## config.mk

```make
export PLATFORM = sky130hd
export DESIGN_NAME = input_undervoltage_fault_config
export DESIGN_NICKNAME = d
export VERILOG_FILES = /design/src/shared/uv_fault_pkg.sv /design/src/logic/uv_ms_timer.sv /design/src/logic/input_undervoltage_fault_config.sv
export VERILOG_INCLUDE_DIRS = /design/src /design/src/shared
export SDC_FILE = /design/constraint.sdc
export NUM_CORES = 1
export LEC_CHECK = 0
export ABC_AREA = 1
export CAP_MARGIN = 20
export CORE_ASPECT_RATIO = 1.25
export CORE_MARGIN = 5
export CORE_UTILIZATION = 45
export DETAILED_ROUTE_END_ITERATION = 7
export DONT_BUFFER_PORTS = 1
export HOLD_SLACK_MARGIN = 0.06
export PLACE_DENSITY = 0.57
export SLEW_MARGIN = 20
export SYNTH_ARGS = -nofsm -noshare
export SYNTH_HDL_FRONTEND = slang
export SYNTH_SLANG_ARGS = --single-unit
```

## constraint.sdc

```tcl
create_clock -name sys_clk_i -period 5.2 [get_ports sys_clk_i]
set_input_delay 1.56 -clock sys_clk_i [delete_from_list [all_inputs] [get_ports sys_clk_i]]
set_output_delay 1.56 -clock sys_clk_i [all_outputs]
set_load 0.005 [all_outputs]
```

## src/shared/uv_fault_consts.svh

```systemverilog
// Constants for the input undervoltage threshold and fault action block.
// Assumes a 100 MHz clock and a decoded management-bus command port.
`ifndef UV_FAULT_CONSTS_SVH
`define UV_FAULT_CONSTS_SVH

`define UV_CMD_WARN        8'h58
`define UV_CMD_FAULT       8'h59
`define UV_CMD_ACTION      8'h5A

`define UV_EXP_MSB         15
`define UV_EXP_LSB         11
`define UV_MANT_MSB        10
`define UV_RESP_MSB        7
`define UV_RESP_LSB        6
`define UV_RETRY_MSB       5
`define UV_RETRY_LSB       3
`define UV_DELAY_MSB       2
`define UV_DELAY_LSB       0
`define UV_RETRY_INFINITE  3'h7

`define UV_THRESH_RESET    11'h000
`define UV_ACTION_RESET    8'h00

`define UV_CLK_PERIOD_NS   10
`define UV_MS_NS           1000000

`define UV_DELAY1_BASE_MS  12'h00A
`define UV_DELAY2_MS_0     12'd252
`define UV_DELAY2_MS_1     12'd558
`define UV_DELAY2_MS_2     12'd924
`define UV_DELAY2_MS_3     12'd1260
`define UV_DELAY2_MS_4     12'd1596
`define UV_DELAY2_MS_5     12'd1932
`define UV_DELAY2_MS_6     12'd2268
`define UV_DELAY2_MS_7     12'd2604

`endif

```

## src/shared/uv_fault_pkg.sv

```systemverilog
// Types for the input undervoltage fault action block.
// Assumes nothing of its surroundings.
`default_nettype none
package uv_fault_pkg;

  typedef enum logic [1:0] {
    RESP_IGNORE,
    RESP_DELAYED_RETRY,
    RESP_SHUTDOWN_RETRY,
    RESP_OFF_UNTIL_CLEAR
  } response_type;

  typedef enum logic [2:0] {
    ST_RUN,
    ST_FIRST_DELAY,
    ST_RESTART_WAIT,
    ST_WAIT_CLEAR,
    ST_LATCHED_OFF
  } action_state_type;

endpackage
`default_nettype wire

```

## src/logic/uv_ms_timer.sv

```systemverilog
// Millisecond down-counter used for the fault action delays.
// Assumes a synchronous active-high reset and a clock enable.
`timescale 1ns/1ps
`default_nettype none
module uv_ms_timer #(
  parameter int CYCLES_PER_MS = 100000,
  parameter int MS_WIDTH      = 12
) (
  input  wire logic                sys_clk_i,
  input  wire logic                rst_i,
  input  wire logic                ce_i,
  input  wire logic                start_i,
  input  wire logic [MS_WIDTH-1:0] ms_i,
  input  wire logic                abort_i,
  output logic                     done_o
);
  localparam int PW = $clog2(CYCLES_PER_MS + 1);

  logic [PW-1:0]       pre_q;
  logic [MS_WIDTH-1:0] ms_q;
  logic                busy_q;
  logic                done_q;

  wire ms_tick = (pre_q == PW'(CYCLES_PER_MS - 1));
  wire last_ms = (ms_q <= MS_WIDTH'(1));

  always_ff @(posedge sys_clk_i)
  begin
    if (rst_i)
    begin
      pre_q  <= '0;
      ms_q   <= '0;
      busy_q <= 1'b0;
      done_q <= 1'b0;
    end
    else if (ce_i)
    begin
      done_q <= 1'b0;
      if (abort_i)
      begin
        busy_q <= 1'b0;
      end
      else if (start_i)
      begin
        pre_q  <= '0;
        ms_q   <= ms_i;
        busy_q <= 1'b1;
      end
      else if (busy_q)
      begin
        pre_q <= ms_tick ? '0 : pre_q + PW'(1);
        if (ms_tick)
        begin
          ms_q <= ms_q - MS_WIDTH'(1);
          if (last_ms)
          begin
            busy_q <= 1'b0;
            done_q <= 1'b1;
          end
        end
      end
    end
  end

  assign done_o = done_q;
endmodule // uv_ms_timer
`default_nettype wire

```

## src/logic/input_undervoltage_fault_config.sv

```systemverilog
// Input undervoltage threshold registers and fault action sequencer.
// Assumes a bus engine outside decodes commands into single-cycle read and
// write strobes, and a measurement path delivers line voltage mantissas
// in the same linear exponent as the thresholds.
`timescale 1ns/1ps
`default_nettype none
`include "uv_fault_consts.svh"
module input_undervoltage_fault_config #(
  parameter int CYCLES_PER_MS = `UV_MS_NS / `UV_CLK_PERIOD_NS,
  parameter int MANT_WIDTH    = 11
) (
  input  wire logic                  sys_clk_i,
  input  wire logic                  rst_i,
  input  wire logic                  ce_i,
  input  wire logic [7:0]            cmd_code_i,
  input  wire logic                  wr_en_i,
  input  wire logic [15:0]           wr_data_i,
  input  wire logic                  rd_en_i,
  input  wire logic [4:0]            vin_exponent_i,
  input  wire logic [MANT_WIDTH-1:0] line_input_voltage_i,
  input  wire logic                  line_input_valid_i,
  output logic [15:0]                rd_data_o,
  output logic                       rd_valid_o,
  output logic                       uv_warn_o,
  output logic                       uv_fault_o,
  output logic                       output_enable_o,
  output logic                       latched_off_o
);

  logic [MANT_WIDTH-1:0] warn_mant_q;
  logic [MANT_WIDTH-1:0] fault_mant_q;
  logic [7:0]            action_q;
  logic [15:0]           rd_data_q;
  logic                  rd_valid_q;
  logic                  warn_q;
  logic                  fault_q;
  logic                  out_en_q;
  logic                  latched_q;
  logic [2:0]            retries_left_q;
  logic [2:0]            retries_left_d;
  logic                  timer_start;
  logic [11:0]           timer_ms;
  logic                  timer_done;
  uv_fault_pkg::action_state_type state_q;
  uv_fault_pkg::action_state_type state_d;

  // Restart interval per delay code, not a clean progression
  function automatic logic [11:0] restart_ms(input logic [2:0] code);
    case (code)
      3'h0:    restart_ms = `UV_DELAY2_MS_0;
      3'h1:    restart_ms = `UV_DELAY2_MS_1;
      3'h2:    restart_ms = `UV_DELAY2_MS_2;
      3'h3:    restart_ms = `UV_DELAY2_MS_3;
      3'h4:    restart_ms = `UV_DELAY2_MS_4;
      3'h5:    restart_ms = `UV_DELAY2_MS_5;
      3'h6:    restart_ms = `UV_DELAY2_MS_6;
      default: restart_ms = `UV_DELAY2_MS_7;
    endcase
  endfunction

  // Read-back layout shared by both threshold registers
  function automatic logic [15:0] thresh_word(input logic [4:0] exp_n, input logic [MANT_WIDTH-1:0] mant);
    thresh_word = {exp_n, mant};
  endfunction

  wire hit_warn   = (cmd_code_i == `UV_CMD_WARN);
  wire hit_fault  = (cmd_code_i == `UV_CMD_FAULT);
  wire hit_action = (cmd_code_i == `UV_CMD_ACTION);

  wire uv_fault_pkg::response_type resp =
    uv_fault_pkg::response_type'(action_q[`UV_RESP_MSB:`UV_RESP_LSB]);
  wire [2:0] retry_code = action_q[`UV_RETRY_MSB:`UV_RETRY_LSB];
  wire [2:0] delay_code = action_q[`UV_DELAY_MSB:`UV_DELAY_LSB];
  wire       retry_inf  = (retry_code == `UV_RETRY_INFINITE);
  wire [11:0] first_delay_ms = `UV_DELAY1_BASE_MS << delay_code;
  wire [11:0] second_delay_ms = restart_ms(delay_code);

  // Unmapped commands read as zero
  wire [15:0] rd_mux =
    hit_warn   ? thresh_word(vin_exponent_i, warn_mant_q) :
    hit_fault  ? thresh_word(vin_exponent_i, fault_mant_q) :
    hit_action ? {8'h00, action_q} :
    16'h0000;

  wire below_warn  = line_input_voltage_i < warn_mant_q;
  wire below_fault = line_input_voltage_i < fault_mant_q;

  // Register writes; bits 15:11 of a threshold write are dropped
  always_ff @(posedge sys_clk_i)
  begin
    if (rst_i)
    begin
      warn_mant_q  <= `UV_THRESH_RESET;
      fault_mant_q <= `UV_THRESH_RESET;
      action_q     <= `UV_ACTION_RESET;
    end
    else if (ce_i && wr_en_i)
    begin
      if (hit_warn)
        warn_mant_q <= wr_data_i[`UV_MANT_MSB:0];
      if (hit_fault)
        fault_mant_q <= wr_data_i[`UV_MANT_MSB:0];
      if (hit_action)
        action_q <= wr_data_i[`UV_RESP_MSB:0];
    end
  end

  always_ff @(posedge sys_clk_i)
  begin
    if (rst_i)
    begin
      rd_data_q  <= 16'h0000;
      rd_valid_q <= 1'b0;
    end
    else if (ce_i)
    begin
      rd_valid_q <= rd_en_i;
      if (rd_en_i)
        rd_data_q <= rd_mux;
    end
  end

  // Comparisons update only on a fresh sample, so flags hold between samples
  always_ff @(posedge sys_clk_i)
  begin
    if (rst_i)
    begin
      warn_q  <= 1'b0;
      fault_q <= 1'b0;
    end
    else if (ce_i && line_input_valid_i)
    begin
      warn_q  <= below_warn;
      fault_q <= below_fault;
    end
  end

  wire retries_spent = !retry_inf && (retries_left_q == 3'h0);

  // Action sequencer
  always_comb
  begin
    state_d        = state_q;
    retries_left_d = retries_left_q;
    timer_start    = 1'b0;
    timer_ms       = second_delay_ms;
    case (state_q)
      uv_fault_pkg::ST_RUN:
      begin
        if (fault_q)
        begin
          retries_left_d = retry_code;
          case (resp)
            uv_fault_pkg::RESP_DELAYED_RETRY:
            begin
              state_d     = uv_fault_pkg::ST_FIRST_DELAY;
              timer_start = 1'b1;
              timer_ms    = first_delay_ms;
            end
            uv_fault_pkg::RESP_SHUTDOWN_RETRY:
            begin
              state_d     = uv_fault_pkg::ST_RESTART_WAIT;
              timer_start = 1'b1;
            end
            uv_fault_pkg::RESP_OFF_UNTIL_CLEAR:
              state_d = uv_fault_pkg::ST_WAIT_CLEAR;
            default:
              state_d = uv_fault_pkg::ST_RUN;
          endcase
        end
      end
      uv_fault_pkg::ST_FIRST_DELAY:
      begin
        if (!fault_q)
          state_d = uv_fault_pkg::ST_RUN;
        else if (timer_done)
        begin
          state_d     = uv_fault_pkg::ST_RESTART_WAIT;
          timer_start = 1'b1;
        end
      end
      uv_fault_pkg::ST_RESTART_WAIT:
      begin
        if (timer_done)
        begin
          if (!fault_q)
            state_d = uv_fault_pkg::ST_RUN;
          else if (retries_spent)
            state_d = uv_fault_pkg::ST_LATCHED_OFF;
          else
          begin
            if (!retry_inf)
              retries_left_d = retries_left_q - 3'h1;
            timer_start = 1'b1;
          end
        end
      end
      uv_fault_pkg::ST_WAIT_CLEAR:
      begin
        if (!fault_q)
          state_d = uv_fault_pkg::ST_RUN;
      end
      uv_fault_pkg::ST_LATCHED_OFF:
        state_d = uv_fault_pkg::ST_LATCHED_OFF;
      default:
        state_d = uv_fault_pkg::ST_RUN;
    endcase
  end

  wire out_on_d = (state_d == uv_fault_pkg::ST_RUN) || (state_d == uv_fault_pkg::ST_FIRST_DELAY);
  wire abort_timer = (state_d == uv_fault_pkg::ST_RUN);

  always_ff @(posedge sys_clk_i)
  begin
    if (rst_i)
    begin
      state_q        <= uv_fault_pkg::ST_RUN;
      retries_left_q <= 3'h0;
      out_en_q       <= 1'b1;
      latched_q      <= 1'b0;
    end
    else if (ce_i)
    begin
      state_q        <= state_d;
      retries_left_q <= retries_left_d;
      out_en_q       <= out_on_d;
      // Own flop so the pin does not ride on the state decode
      latched_q      <= (state_d == uv_fault_pkg::ST_LATCHED_OFF);
    end
  end

  // Long delays are in milliseconds; shorten CYCLES_PER_MS in simulation
  uv_ms_timer #(
    .CYCLES_PER_MS (CYCLES_PER_MS),
    .MS_WIDTH      (12)
  ) delay_timer (
    .sys_clk_i (sys_clk_i),
    .rst_i     (rst_i),
    .ce_i      (ce_i),
    .start_i   (timer_start),
    .ms_i      (timer_ms),
    .abort_i   (abort_timer),
    .done_o    (timer_done)
  );

  assign rd_data_o       = rd_data_q;
  assign rd_valid_o      = rd_valid_q;
  assign uv_warn_o       = warn_q;
  assign uv_fault_o      = fault_q;
  assign output_enable_o = out_en_q;
  assign latched_off_o   = latched_q;

endmodule // input_undervoltage_fault_config
`default_nettype wire

```

### Yosys cells after proc, flatten, opt, wreduce, memory -nomap -nowiden

Cells that the tools add are included.

| cells by class | value |
|---|---|
| add/subtract/negate cells | 3 |
| magnitude comparators | 3 |
| equality and inequality tests | 25 |
| shift-type cells | 1 |
| muxes and demuxes | 46 |
| bitwise logic cells | 1 |
| reductions and logical operators | 20 |

Operators with widths:

| operator | number |
|---|---|
| $pmux W12 S7 | 1 |
| $mux W12 | 6 |
| $mux W17 | 3 |
| $mux W3 | 12 |
| $mux W16 | 2 |
| $eq A8 B7 Y1 const B | 3 |
| $lt A11 B11 Y1 | 2 |
| $eq A3 B3 Y1 const B | 6 |
| $add A17 B1 Y17 const B | 1 |
| $eq A17 B17 Y1 const B | 1 |
| $mux W1 | 17 |
| $pmux W3 S5 | 1 |
| $eq A3 B2 Y1 const B | 4 |
| $le A12 B1 Y1 const B | 1 |
| $logic_not A3 Y1 | 4 |
| $shl A4 B3 Y12 const A | 1 |
| $sub A12 B1 Y12 const B | 1 |
| $eq A3 B1 Y1 const B | 3 |
| $mux W8 | 1 |
| $ne A2 B2 Y1 const B | 4 |
| $reduce_and A2 Y1 | 4 |
| $reduce_and A7 Y1 | 1 |
| $pmux W2 S3 | 1 |
| $pmux W3 S2 | 1 |
| 13 further kinds | 18 |

| word-level totals | value |
|---|---|
| register bits | 88 |
| bits of input ports | 46 |
| output and inout port bits | 21 |
| word-level logic and storage cells | 114 |

### Longest topological paths before layout

Gate-level depths: netlist (run 1).

| depth | value |
|---|---|
| depth after elaboration | 10 |
| depth in mapped cells | 16 |
| gate-level depth less buffers | 15 |

### By module

A second synthesis (run 1) with hierarchy kept.

| second synthesis, totals | value |
|---|---|
| cells, all modules | 817 |
| area total of the unflattened synthesis | 5340.1 um2 |

Modules (own cells, without submodules):

| module | times used | cells an instance | area each (um2) | sequential area each (um2) |
|---|---|---|---|---|
| input_undervoltage_fault_config | 1 | 530 | 3482.1 | 1141.1 |
| uv_ms_timer | 1 | 287 | 1858.0 | 620.6 |

### Worst setup path before layout (run 1)

Ideal clock, no wire load.

| timing path | value |
|---|---|
| kind | input port to flip-flop |
| from | input port cmd_code_i[5] |
| to | register rd_data_q[11], in the netlist rd_data_o[11] |
| library setup time | 0.058 ns |
| data arrival time | 2.598 ns |
| data required time | 5.142 ns |
| path slack | 2.544 ns |
| cell stages on the path | 10 |
| path buffers | 1 |
| path through | nor2_1 -> nand3_1 -> inv_2 -> nand2_1 -> inv_1 -> clkbuf_1 -> nor2_1 -> o21ai_0 -> o211ai_1 -> inv_1 |

| between the ends | value |
|---|---|
| longest elaborated chain between the ends | 3 |
| elaborated cells between the ends (all ways) | 4 |
| those cells by class | 2 x eq/ne; 2 x mux |

RTL lines:

| item | RTL line | RTL |
|---|---|---|
| start, declared | input_undervoltage_fault_config.sv:15 | `input wire logic [7:0] cmd_code_i,` |
| $eq A8 B7 Y1 (no source line) | - |  |
| $mux W16 | input_undervoltage_fault_config.sv:81 | `hit_fault ? thresh_word(vin_exponent_i, fault_mant_q) :` |
| $mux W16 * | input_undervoltage_fault_config.sv:80 | `hit_warn ? thresh_word(vin_exponent_i, warn_mant_q) :` |
| end signal, assigned | input_undervoltage_fault_config.sv:119 | `rd_data_q <= rd_mux;` |
| end, declared | input_undervoltage_fault_config.sv:33 | `logic [15:0] rd_data_q;` |

Every way passes the cells marked *; elsewhere a longest branch is shown, timed or not.
A chain may end at the register's enable or synchronous reset.

### Worst setup path in the final report (run 1)

| timing path | value |
|---|---|
| from | input port cmd_code_i[2] |
| to | register warn_mant_q[5] |

| between the ends | value |
|---|---|
| longest elaborated chain between the ends | 2 |

RTL lines:

| item | RTL line | RTL |
|---|---|---|
| $eq A8 B7 Y1 (no source line) | - |  |
| $reduce_and A2 Y1 (no source line) | - |  |
| end signal, assigned | input_undervoltage_fault_config.sv:93 | `` warn_mant_q <= `UV_THRESH_RESET; `` |
| end signal, assigned | input_undervoltage_fault_config.sv:100 | `` warn_mant_q <= wr_data_i[`UV_MANT_MSB:0]; `` |
| end, declared | input_undervoltage_fault_config.sv:30 | `logic [MANT_WIDTH-1:0] warn_mant_q;` |

Every way passes these cells.

==> run metrics, run 1 <==
CTS Sinks 88; cell mode on critical path nand2_1; fill cell count ~1.2k; I/O pins 67; Max Cap Violations 0; ant diodes 0; Antenna Nets Post-Route 0; commonest cells after routing, fill and taps aside nand2_1, nor2_1, inv_1, dfxtp_1, o21ai_0; synthesized area per cell ~6.5 sq um; Clk pin slew, worst setup/hold paths 70 ps; pwr dens about 250 mW/mm^2; grt ovf 0; register area share after synthesis between 30% and 40%; core area 0.0116 sq mm; Max Fclk 330 MHz; final hold violation count 0; max-slew violation count 0; post-route clock period utilization 58.3%; Placer Congestion about 0.84; Yosys warnings 0; worst min path class flop to flop; Setup Fix Bufs, Post-CTS 0; slowest CP cell nand2_1; xor/xnor share of the synthesized area ~2.5%; vias per cell between 5 and 6; first-pass GRT wire length 22.9 mm; r2r setup slk 2960 ps; cts bufs inserted 9; Pleak 2.45 nW; Switching Share between 20% and 30%; net switching power figure about 0.00035 W; hold path endpoint rd_valid_o; crit path cell chain inv_1 -> nand2_1 -> nor3_1 -> nand2_1 -> inv_1 -> nand2_1 -> o21ai_0 -> a21oi_1; clock root buffer clkbuf_16; Rows between 40 and 50; post_cts resized 0; Initial Util between 40% and 50%; RR Endpoint delay_timer.pre_q[4]; Worst Reg-to-Reg Cells 11; post-route minimum period 3030 ps; Critical Path RT 5400 ps; largest net degree at the start of global routing 39; total number of vias ~5.0k; Worst setup SP type input port; initial antenna violation count 0; combinational share of power 5.9%; Clock Latency Late Sink about 340 ps; Die H 132 um; most common cell after layout, fill and taps aside nand2_1; number of H-tree levels 3; largest family of logic cells by synthesized area simple AND/OR/NAND/NOR gates; Placed Area about 0.0054 sq mm; reg-to-reg startpoint uv_fault_o; CP max stage delay about 530 ps; async set-reset flop share out of synthesis 0%; RSZ-0062 raised after global routing false; Port Buffers 0; Synth Cell Area about 0.0053 sq mm; Routed Wire Length approximately 14 mm; vias in the first global route about 4.8k; total track usage between 10% and 20%; Post-CTS Hold Buffers 0; mux contribution to synthesized area 0%; Synth Net Count 891; final instance area 0.00574 sq mm; HP Start rd_valid_o; Syn-to-layout area delta 7.25%; Internal ~0.0011 W; TritonCTS clock tree built; Max VDD drop between 0.00015 and 0.0002 V; status completed; Setup Crit Path Kind input port to flop; synthesized flop and latch total 88; post-synth top area share 32.9%; Pre-Repair DR Iteration Count 4; Crit. End Element flop; cell count after synthesis slightly above 800; wire per inst around 14 um; top_reg_cell synth dfxtp_1; Worst Hold Depth 2; clock share of power 46.0%; CP Max Fanout 22; DIE AREA between 0.01 and 0.015 sq mm; setup TNS 0 ps; Worst Tran Pin Value slightly above 900 ps; sequential power share 48.1%; layout cells sized above 1 under 10%; crit path DAT approximately 3200 ps; Setup Skew just over 5 ps; Die X roughly 110 um; compound-cell area share of the yosys netlist between 10% and 20%; Post-Synth Simple-Gate Area ~31%; Adder-Cell Fraction of Synth Area 6.55%; # DRC 0; fin nets 876; Setup-failing EPs final 0; slew margin rel. between 30% and 40%; top post-synthesis cells by area dfxtp_1, nand2_1, nor2_1, inv_1, ha_1; initial DRC count around 190; Clock Tree Buf Depth 2; distinct cell type count after synthesis a little over 40; dpl hpwl roughly 10 mm; Synth area leader dfxtp_1; EDFF count, synth 0
## synthesized netlist by cell type (5+ instances only)
| cell | number |
|---|---|
| a211oi_1 | 8 |
| a21oi_1 | 57 |
| buf_2 | 6 |
| clkbuf_1 | 16 |
| dfxtp_1 | 88 |
| ha_1 | 28 |
| inv_1 | 94 |
| inv_2 | 8 |
| nand2_1 | 190 |
| nand3_1 | 39 |
| nand4_1 | 11 |
| nor2_1 | 116 |
| nor2_2 | 5 |
| nor3_1 | 8 |
| o211ai_1 | 8 |
| o21ai_0 | 70 |
| o22ai_1 | 5 |
| xor2_1 | 14 |
## kinds of logic after synthesis
logic type	after synthesis
AND/OR/NAND/NOR	387
AO/OA/AOI/OAI	167
flip-flops	88
buffers and inverters	132
XOR/XNOR	15
adder cells (fa/ha/maj)	28
## layer usage
metal  wire length (um)  GRT usage (%)  vias up
li1                   -              -     2624
met1               5670           23.3     2284
met2               6930           34.8      111
met3                764           4.26       21
met4                350           7.72        0
met5                  0              0        -
## flip-flops by register name, summed over array words and instances (netlist names)
signal,cells
action_q,8
output_enable_o,1
retries_left_q,3
warn_mant_q,11
delay_timer.ms_q,12
latched_off_o,1
delay_timer.done_o,1
state_q,3
delay_timer.busy_q,1
rd_data_o,16
fault_mant_q,11
delay_timer.pre_q,17
uv_warn_o,1
uv_fault_o,1
rd_valid_o,1
## final cells by class
cell class                 count  area [sq um]  area share [%]
inverter                     105           397            6.91
clock buffer                   9           225            3.93
timing repair buffer           1          7.51           0.131
clock inverter                 7          78.8            1.37
sequential                    88          1760            30.7
multi-input combinational    597          3070            53.4
tap                          161           201            3.51
## worst max-delay path by stage
stage / to / start / depth (start not counted)
global route: warn_mant_q[3] / cmd_code_i[2] / 8
floorplan: rd_data_o[11] / cmd_code_i[5] / 10
CTS: warn_mant_q[9] / cmd_code_i[2] / 8
global placement: warn_mant_q[9] / cmd_code_i[2] / 8
detailed placement: warn_mant_q[9] / cmd_code_i[5] / 8
finish: warn_mant_q[5] / cmd_code_i[2] / 8
## critical path, delay by kind of cell
family	cells	cell delay, ps
buffers and inverters	2	370
AND/OR/NAND/NOR	4	910
AO/OA/AOI/OAI	2	390
## power by group through the flow
stage | Combinational [W] | Sequential, W | Clock [W]
after floorplan | 0.0000709 | 0.000709 | 0
after global placement | 0.0000834 | 0.000712 | 0
after detailed placement | 0.0000856 | 0.000712 | 0
after CTS | 0.0000861 | 0.000697 | 0.000678
after global routing | 0.000100 | 0.000698 | 0.000706
final | 0.0000855 | 0.000696 | 0.000666
## through the flow
stage	setup slack (ps)	power (W)	hold WS, ps	instances	utilization [%]
2_1_floorplan	2540	0.000780	445	817	-
3_3_place_gp	1880	0.000795	467	952	46.8
3_5_place_dp	1820	0.000798	466	952	46.8
4_1_cts	2190	0.00146	477	968	49.4
5_1_grt	1860	0.00150	503	968	49.4
6_report	2170	0.00145	477	968	49.4
Note: power is estimated with default switching activity, not from simulation.
==> run 2, diff against run 1 <==
==> constraint.sdc (replaced) <==
create_clock -name sys_clk_i -period 2.97 [get_ports sys_clk_i]
set_input_delay 0.891 -clock sys_clk_i [delete_from_list [all_inputs] [get_ports sys_clk_i]]
set_output_delay 0.891 -clock sys_clk_i [all_outputs]
set_load 0.005 [all_outputs]
==> run 2 against run 1 <==
Compared with the run above: critical path type is now flop to flop; largest cell class unchanged; highest routed layer unchanged; clock-buffer cell count increased by 1; die area stayed put; via count grew 0.16%; final cell count rose by 0.93%; first-iteration DRC count is 17% higher; register-to-register slack worse by 2200 ps; clock skew grew 3.4 ps.
==> run metrics, run 2 (synthesized netlist as in run 1, its figures left out) <==
ant diodes 0 (unchanged); Crit. End Element flop (unchanged); RR Endpoint delay_timer.ms_q[3] (was delay_timer.pre_q[4]); CTS Sinks 88 (unchanged); post_cts resized 0 (unchanged); Setup Fix Bufs, Post-CTS 0 (unchanged); met2 GRT Util 37.3% (was 34.8%); Max Fclk 462 MHz; # DRC 0 (unchanged); final hold violation count 0 (unchanged); max reg flops 17 (unchanged); Worst setup SP type flop (was input port); Pleak 2.50 nW (was 2.45 nW); clock root buffer clkbuf_16 (unchanged); reg-to-reg startpoint retries_left_q[0] (was uv_fault_o); number of H-tree levels 3 (unchanged); Max VDD drop 0.000294 V (was 0.000165 V); hold path endpoint delay_timer.busy_q (was rd_valid_o); r2r setup slk 800 ps (was 2960 ps); Syn-to-layout area delta 8.89% (was 7.25%); Clock Tree Buf Depth 2 (unchanged); Top reg by flops delay_timer.pre_q (unchanged); Clock Latency Late Sink 340 ps (about the same); layout cells sized above 1 6.99% (was 5.95%); commonest cells after routing, fill and taps aside nand2_1, nor2_1, inv_1, dfxtp_1, o21ai_0 (unchanged); I/O pins 67 (unchanged); fill cell count 1,180 (was 1,206); status completed (unchanged); Clk pin slew, worst setup/hold paths 70 ps (about the same); Routed Wire Length 14.0 mm (was 13.7 mm); post-route minimum period between 2000 and 2500 ps; Antenna Nets Post-Route 0 (unchanged); met3 Use GR 5.49% (was 4.26%); Place WS 678 ps (was 1820 ps); Setup-failing EPs final 0 (unchanged); fin nets 885 (was 876); core area 0.0116 sq mm (unchanged); PnR worst setup slack 803 ps (was 2170 ps); CP Max Fanout 21 (was 22); final core utilization 50.1% (was 49.4%); slowest CP cell nand2_1 (unchanged); M1 GR Usage 21.1% (was 23.3%); Placer Congestion 0.842 (was 0.844); initial DRC count 218 (was 186); Critical Path RT 3200 ps (was 5400 ps); most congested layer reported by global routing met2 (unchanged); slew margin rel. 50.4% (was 39.2%); dpl hpwl 10.7 mm (was 10.4 mm); Worst Hold Depth 2 (unchanged); post-route clock period utilization 73.0%; grt ovf 0 (unchanged); Setup Skew 8.40 ps (was 5.05 ps); initial antenna violation count 0 (unchanged); Port Buffers 0 (unchanged); cts bufs inserted 9 (unchanged); Pre-Repair DR Iteration Count 4 (unchanged); Max Cap Violations 0 (unchanged); vias in the first global route 4,902 (was 4,774); total number of vias 5,048 (was 5,040); largest net degree at the start of global routing 70 (was 39); non-filler cells, final 977 (was 968); Worst Tran Pin Value 742 ps (was 907 ps); RSZ-0062 raised after global routing false (unchanged); most common cell after layout, fill and taps aside nand2_1 (unchanged); first-pass GRT wire length 23.0 mm (was 22.9 mm); max-slew violation count 0 (unchanged); TritonCTS clock tree built (unchanged); crit path DAT 2400 ps (was 3240 ps); worst min path class flop to flop (unchanged); Die H 132 um (unchanged); vias per cell 5.17 (was 5.21); DIE AREA 0.0142 sq mm (unchanged); Post-CTS Hold Buffers 0 (unchanged); Die X 108 um (unchanged); Worst Reg-to-Reg Cells 11 (unchanged); CP max stage delay 450 ps (was 530 ps); placed insts 961 (was 952); Setup Crit Path Kind flop to flop (was input port to flop); wire per inst 14.3 um (was 14.2 um); CP startpoint retries_left_q[0] (was cmd_code_i[2]); total track usage 20.0% (was 19.8%); HP Start delay_timer.busy_q (was rd_valid_o); Initial Util 46.0% (unchanged); setup TNS 0 ps (unchanged); crit path cell chain inv_1 -> ha_1 -> inv_1 -> nor2_1 -> nand3_2 -> nand2_4 -> nand2_1 -> o21ai_0 -> nand3_1 -> nand2_1 -> nor2_1 (was inv_1 -> nand2_1 -> nor3_1 -> nand2_1 -> inv_1 -> nand2_1 -> o21ai_0 -> a21oi_1); Rows 44 (unchanged); pwr dens 440 mW/mm^2 (was 252 mW/mm^2)
[run 2: how the worst max path moves through the flow]
stage | end | slack (ps) | depth (start not counted)
after global routing | delay_timer.ms_q[3] | 620 | 11
after global placement | warn_mant_q[8] | 710 | 9
after floorplan | rd_data_o[11] | 980 | 10
after CTS | delay_timer.ms_q[3] | 820 | 11
final | delay_timer.ms_q[3] | 800 | 11
after detailed placement | warn_mant_q[8] | 680 | 9
[run 2: layer usage]
| layer | routed length [um] | vias to the layer above |
|---|---|---|
| met5 | 0 | - |
| met4 | 317 | 0 |
| met3 | 821 | 20 |
| met2 | 7220 | 98 |
| met1 | 5650 | 2281 |
| li1 | - | 2649 |
[run 2: per-stage QoR]
stage / hold WS (ps) / power [W] / cell area, sq um
floorplan: 445 / 0.00137 / 5350
global placement: 463 / 0.00140 / 5510
detailed placement: 467 / 0.00140 / 5510
CTS: 477 / 0.00259 / 5820
global route: 507 / 0.00266 / 5820
finish: 475 / 0.00257 / 5820
[run 2: power by group]
| part | internal (W) | leakage [nW] | switching [W] |
|---|---|---|---|
| clock | 0.000686 | 0.150 | 0.000504 |
| sequential | 0.00120 | 0.713 | 0.0000190 |
| combinational | 0.0000565 | 1.64 | 0.0000997 |
| total | 0.00194 | 2.50 | 0.000623 |
[run 2: layout make-up]
type	count	area (sq um)	area share, %
multi-input cells	597	3070	52.6
flip-flops and latches	88	1760	30.2
inverters	105	397	6.81
clock buffers	10	239	4.10
well taps	161	201	3.46
repair buffers	10	87.6	1.50
clock inverters	6	72.6	1.25
[run 2: worst max-delay path: cells and delay by family (launching register included)]
| kind | cells | cell delay, ps |
|---|---|---|
| AOI/OAI and AO/OA | 1 | 330 |
| adders and majority gates | 1 | 150 |
| buffers and inverters | 2 | 130 |
| DFF | 1 | 320 |
| and+or+nand+nor | 7 | 1140 |
==> run 3, diff against run 2 <==
--- a/config.mk
+++ b/config.mk
@@ -14,7 +14,7 @@
 export DETAILED_ROUTE_END_ITERATION = 7
 export DONT_BUFFER_PORTS = 1
 export HOLD_SLACK_MARGIN = 0.06
-export PLACE_DENSITY = 0.57
+export PLACE_DENSITY = 0.59
 export SLEW_MARGIN = 20
 export SYNTH_ARGS = -nofsm -noshare
 export SYNTH_HDL_FRONTEND = slang
==> constraint.sdc (replaced) <==
create_clock -name sys_clk_i -period 1.8 [get_ports sys_clk_i]
set_input_delay 0.54 -clock sys_clk_i [delete_from_list [all_inputs] [get_ports sys_clk_i]]
set_output_delay 0.54 -clock sys_clk_i [all_outputs]
set_load 0.005 [all_outputs]
==> run 3 against run 2 <==
Compared with the run above: die area is the same; the flow now finishes with violations (negative setup slack); sequential cell count is the same; first-iteration DRC count grew 9.6%; cell area grew 10%; wire length grew 5.2%; final cell count grew 4.4%; sequential share of layout area shrank 2.5 points; via count grew 4.2%; power grew 71%.
==> run metrics, run 3 (synthesized netlist as in run 1, its figures left out) <==
Antenna Nets Post-Route 0 (unchanged); number of H-tree levels 3 (unchanged); CTS Sinks 88 (unchanged); Max Fclk 555 MHz (was 462 MHz); CP startpoint retries_left_q[0] (unchanged); CP Buf/Inv Count 3 (was 2); sequential power share 45.9% (was 47.5%); crit path DAT 2040 ps (was 2400 ps); Worst setup SP type flop (unchanged); initial DRC count 239 (was 218); final hold violation count 0 (unchanged); cts bufs inserted 9 (unchanged); fin nets 928 (was 885); Switching Share 23.1% (was 24.3%); crit path cell chain inv_2 -> ha_4 -> inv_2 -> nor2_4 -> nand2_2 -> nor2_4 -> nand2_2 -> nand3_2 -> nor2_4 -> nor2_4 -> buf_6 -> nand2_1 -> o21ai_1 -> nor2_1 (was inv_1 -> ha_1 -> inv_1 -> nor2_1 -> nand3_2 -> nand2_4 -> nand2_1 -> o21ai_0 -> nand3_1 -> nand2_1 -> nor2_1); slowest CP cell dfxtp_2 (was nand2_1); initial antenna violation count 0 (unchanged); CP max stage delay 320 ps (was 450 ps); Routed Wire Length 14.7 mm (was 14.0 mm); # DRC 0 (unchanged); Worst Tran Pin Value 392 ps (was 742 ps); clock root buffer clkbuf_16 (unchanged); Design Power 0.00439 W (was 0.00257 W); total track usage 20.5% (was 20.0%); status finished, violations left (was completed); Max Cap Violations 0 (unchanged); Internal 0.00337 W (was 0.00194 W); layout cells sized above 1 18.7% (was 6.99%); Die H 132 um (unchanged); DIE AREA 0.0142 sq mm (unchanged); Setup Crit Path Kind flop to flop (unchanged); Top delay family on crit path simple AND/OR/NAND/NOR gates (unchanged); HP Start rst_i (was delay_timer.busy_q); RSZ-0062 raised after global routing true (was false); largest net degree at the start of global routing 49 (was 70); max reg flops 17 (unchanged); clock share of power 46.9% (was 46.4%); Rows 44 (unchanged); reg-to-reg startpoint retries_left_q[0] (unchanged); Setup Skew 4.82 ps (was 8.40 ps); I/O pins 67 (unchanged); Multi-input gate area 0.00326 sq mm (was 0.00307 sq mm); TritonCTS clock tree built (unchanged); max-slew violation count 0 (unchanged); fill cell count 1,178 (was 1,180); combinational share of power 7.1% (was 6.1%); grt ovf 0 (unchanged); Max VDD drop 0.000462 V (was 0.000294 V); ant diodes 0 (unchanged); commonest cells after routing, fill and taps aside nand2_1, nor2_1, inv_1, dfxtp_1, o21ai_0 (unchanged); Port Buffers 0 (unchanged); final instance area 0.00641 sq mm (was 0.00582 sq mm); Setup-failing EPs final 1 (was 0); post-route clock period utilization 100% (was 73.0%); Initial Util 46.0% (unchanged); Die X 108 um (unchanged); vias in the first global route 5,057 (was 4,902); PnR worst setup slack -1.54 ps (was 803 ps); worst min path class input port to flop (was flop to flop); Top reg by flops delay_timer.pre_q (unchanged); net switching power figure 0.00101 W (was 0.000623 W); first-pass GRT wire length 23.7 mm (was 23.0 mm); Syn-to-layout area delta 19.9% (was 8.89%); most common cell after layout, fill and taps aside nand2_1 (unchanged); failing checks negative setup slack; Placed Area 0.00578 sq mm (was 0.00551 sq mm); Clock Tree Buf Depth 2 (unchanged); pwr dens 684 mW/mm^2 (was 440 mW/mm^2); total number of vias 5,259 (was 5,048); Crit. End Element flop (unchanged); CP Max Fanout 7 (was 21); core area 0.0116 sq mm (unchanged); Pre-Repair DR Iteration Count 4 (unchanged); post-route minimum period 1800 ps (was 2170 ps); Pleak 2.79 nW (was 2.50 nW); cell mode on critical path nor2_4; Placer Congestion 0.859 (was 0.842); register area 0.00178 sq mm (was 0.00176 sq mm); wire per inst 14.4 um (was 14.3 um); dpl hpwl 11.0 mm (was 10.7 mm); Clock Latency Late Sink 340 ps (about the same); slew margin rel. 73.7% (was 50.4%); Clk pin slew, worst setup/hold paths 60 ps (was 70 ps); vias per cell 5.16 (was 5.17); Critical Path RT 2040 ps (was 3200 ps)
-- run 3: cell count changes in the layout (fill, tap and decap cells not counted), sizes merged --
cell	delta
clkinv	-1
inv	-2
nand2	+1
buf	+42
bufinv	+1
clkinvlp	+2
-- run 3: final cells by class --
class	count	share of cell area (%)
Sequential cell	88	27.7
Multi-Input combinational cell	598	50.8
Clock buffer	10	3.73
Clock inverter	6	1.42
Inverter	105	6.30
Timing Repair Buffer	52	6.89
Tap cell	161	3.14
-- run 3: worst paths after layout --
check                     endpoint  slack [ps]  depth (start not counted)
min reg2reg     delay_timer.busy_q         480                          2
max reg2reg   delay_timer.pre_q[8]          -2                         14
min          delay_timer.pre_q[13]         260                          1
max           delay_timer.pre_q[8]          -2                         14
-- run 3: power groups by stage --
stage	Sequential [W]	Combinational (W)	Clock [W]
finish	0.00201	0.000314	0.00206
global route	0.00202	0.000357	0.00219
CTS	0.00201	0.000289	0.00212
detailed placement	0.00206	0.000283	0
global placement	0.00206	0.000276	0
floorplan	0.00205	0.000205	0
-- run 3: routing by layer --
metal | vias to the layer above | GRT usage, % | share of wire [%]
met5 | - | 0 | 0
met4 | 0 | 5.40 | 1.3
met3 | 15 | 5.98 | 4.9
met2 | 95 | 37.4 | 54
met1 | 2422 | 22.9 | 40
li1 | 2727 | - | -
-- run 3: what timing repair did --
action,CTS,global route
cloned,1,1
resized for setup,13,79
setup endpoints to repair,23,31
hold buffers,0,0
buffers inserted,2,5
pin swaps,4,22
-- run 3: per-stage QoR --
| stage | instances | hold slack [ps] | utilization [%] | setup WS, ps | TNS [ps] |
|---|---|---|---|---|---|
| floorplan | 817 | 445 | - | 95.7 | 0 |
| global placement | 995 | 465 | 49.8 | -12.2 | -14.6 |
| detailed placement | 995 | 473 | 49.8 | -65.7 | -420 |
| CTS | 1014 | 250 | 53.1 | 5.32 | 0 |
| global route | 1020 | 241 | 55.2 | -129 | -2060 |
| finish | 1020 | 261 | 55.2 | -1.54 | -1.54 |
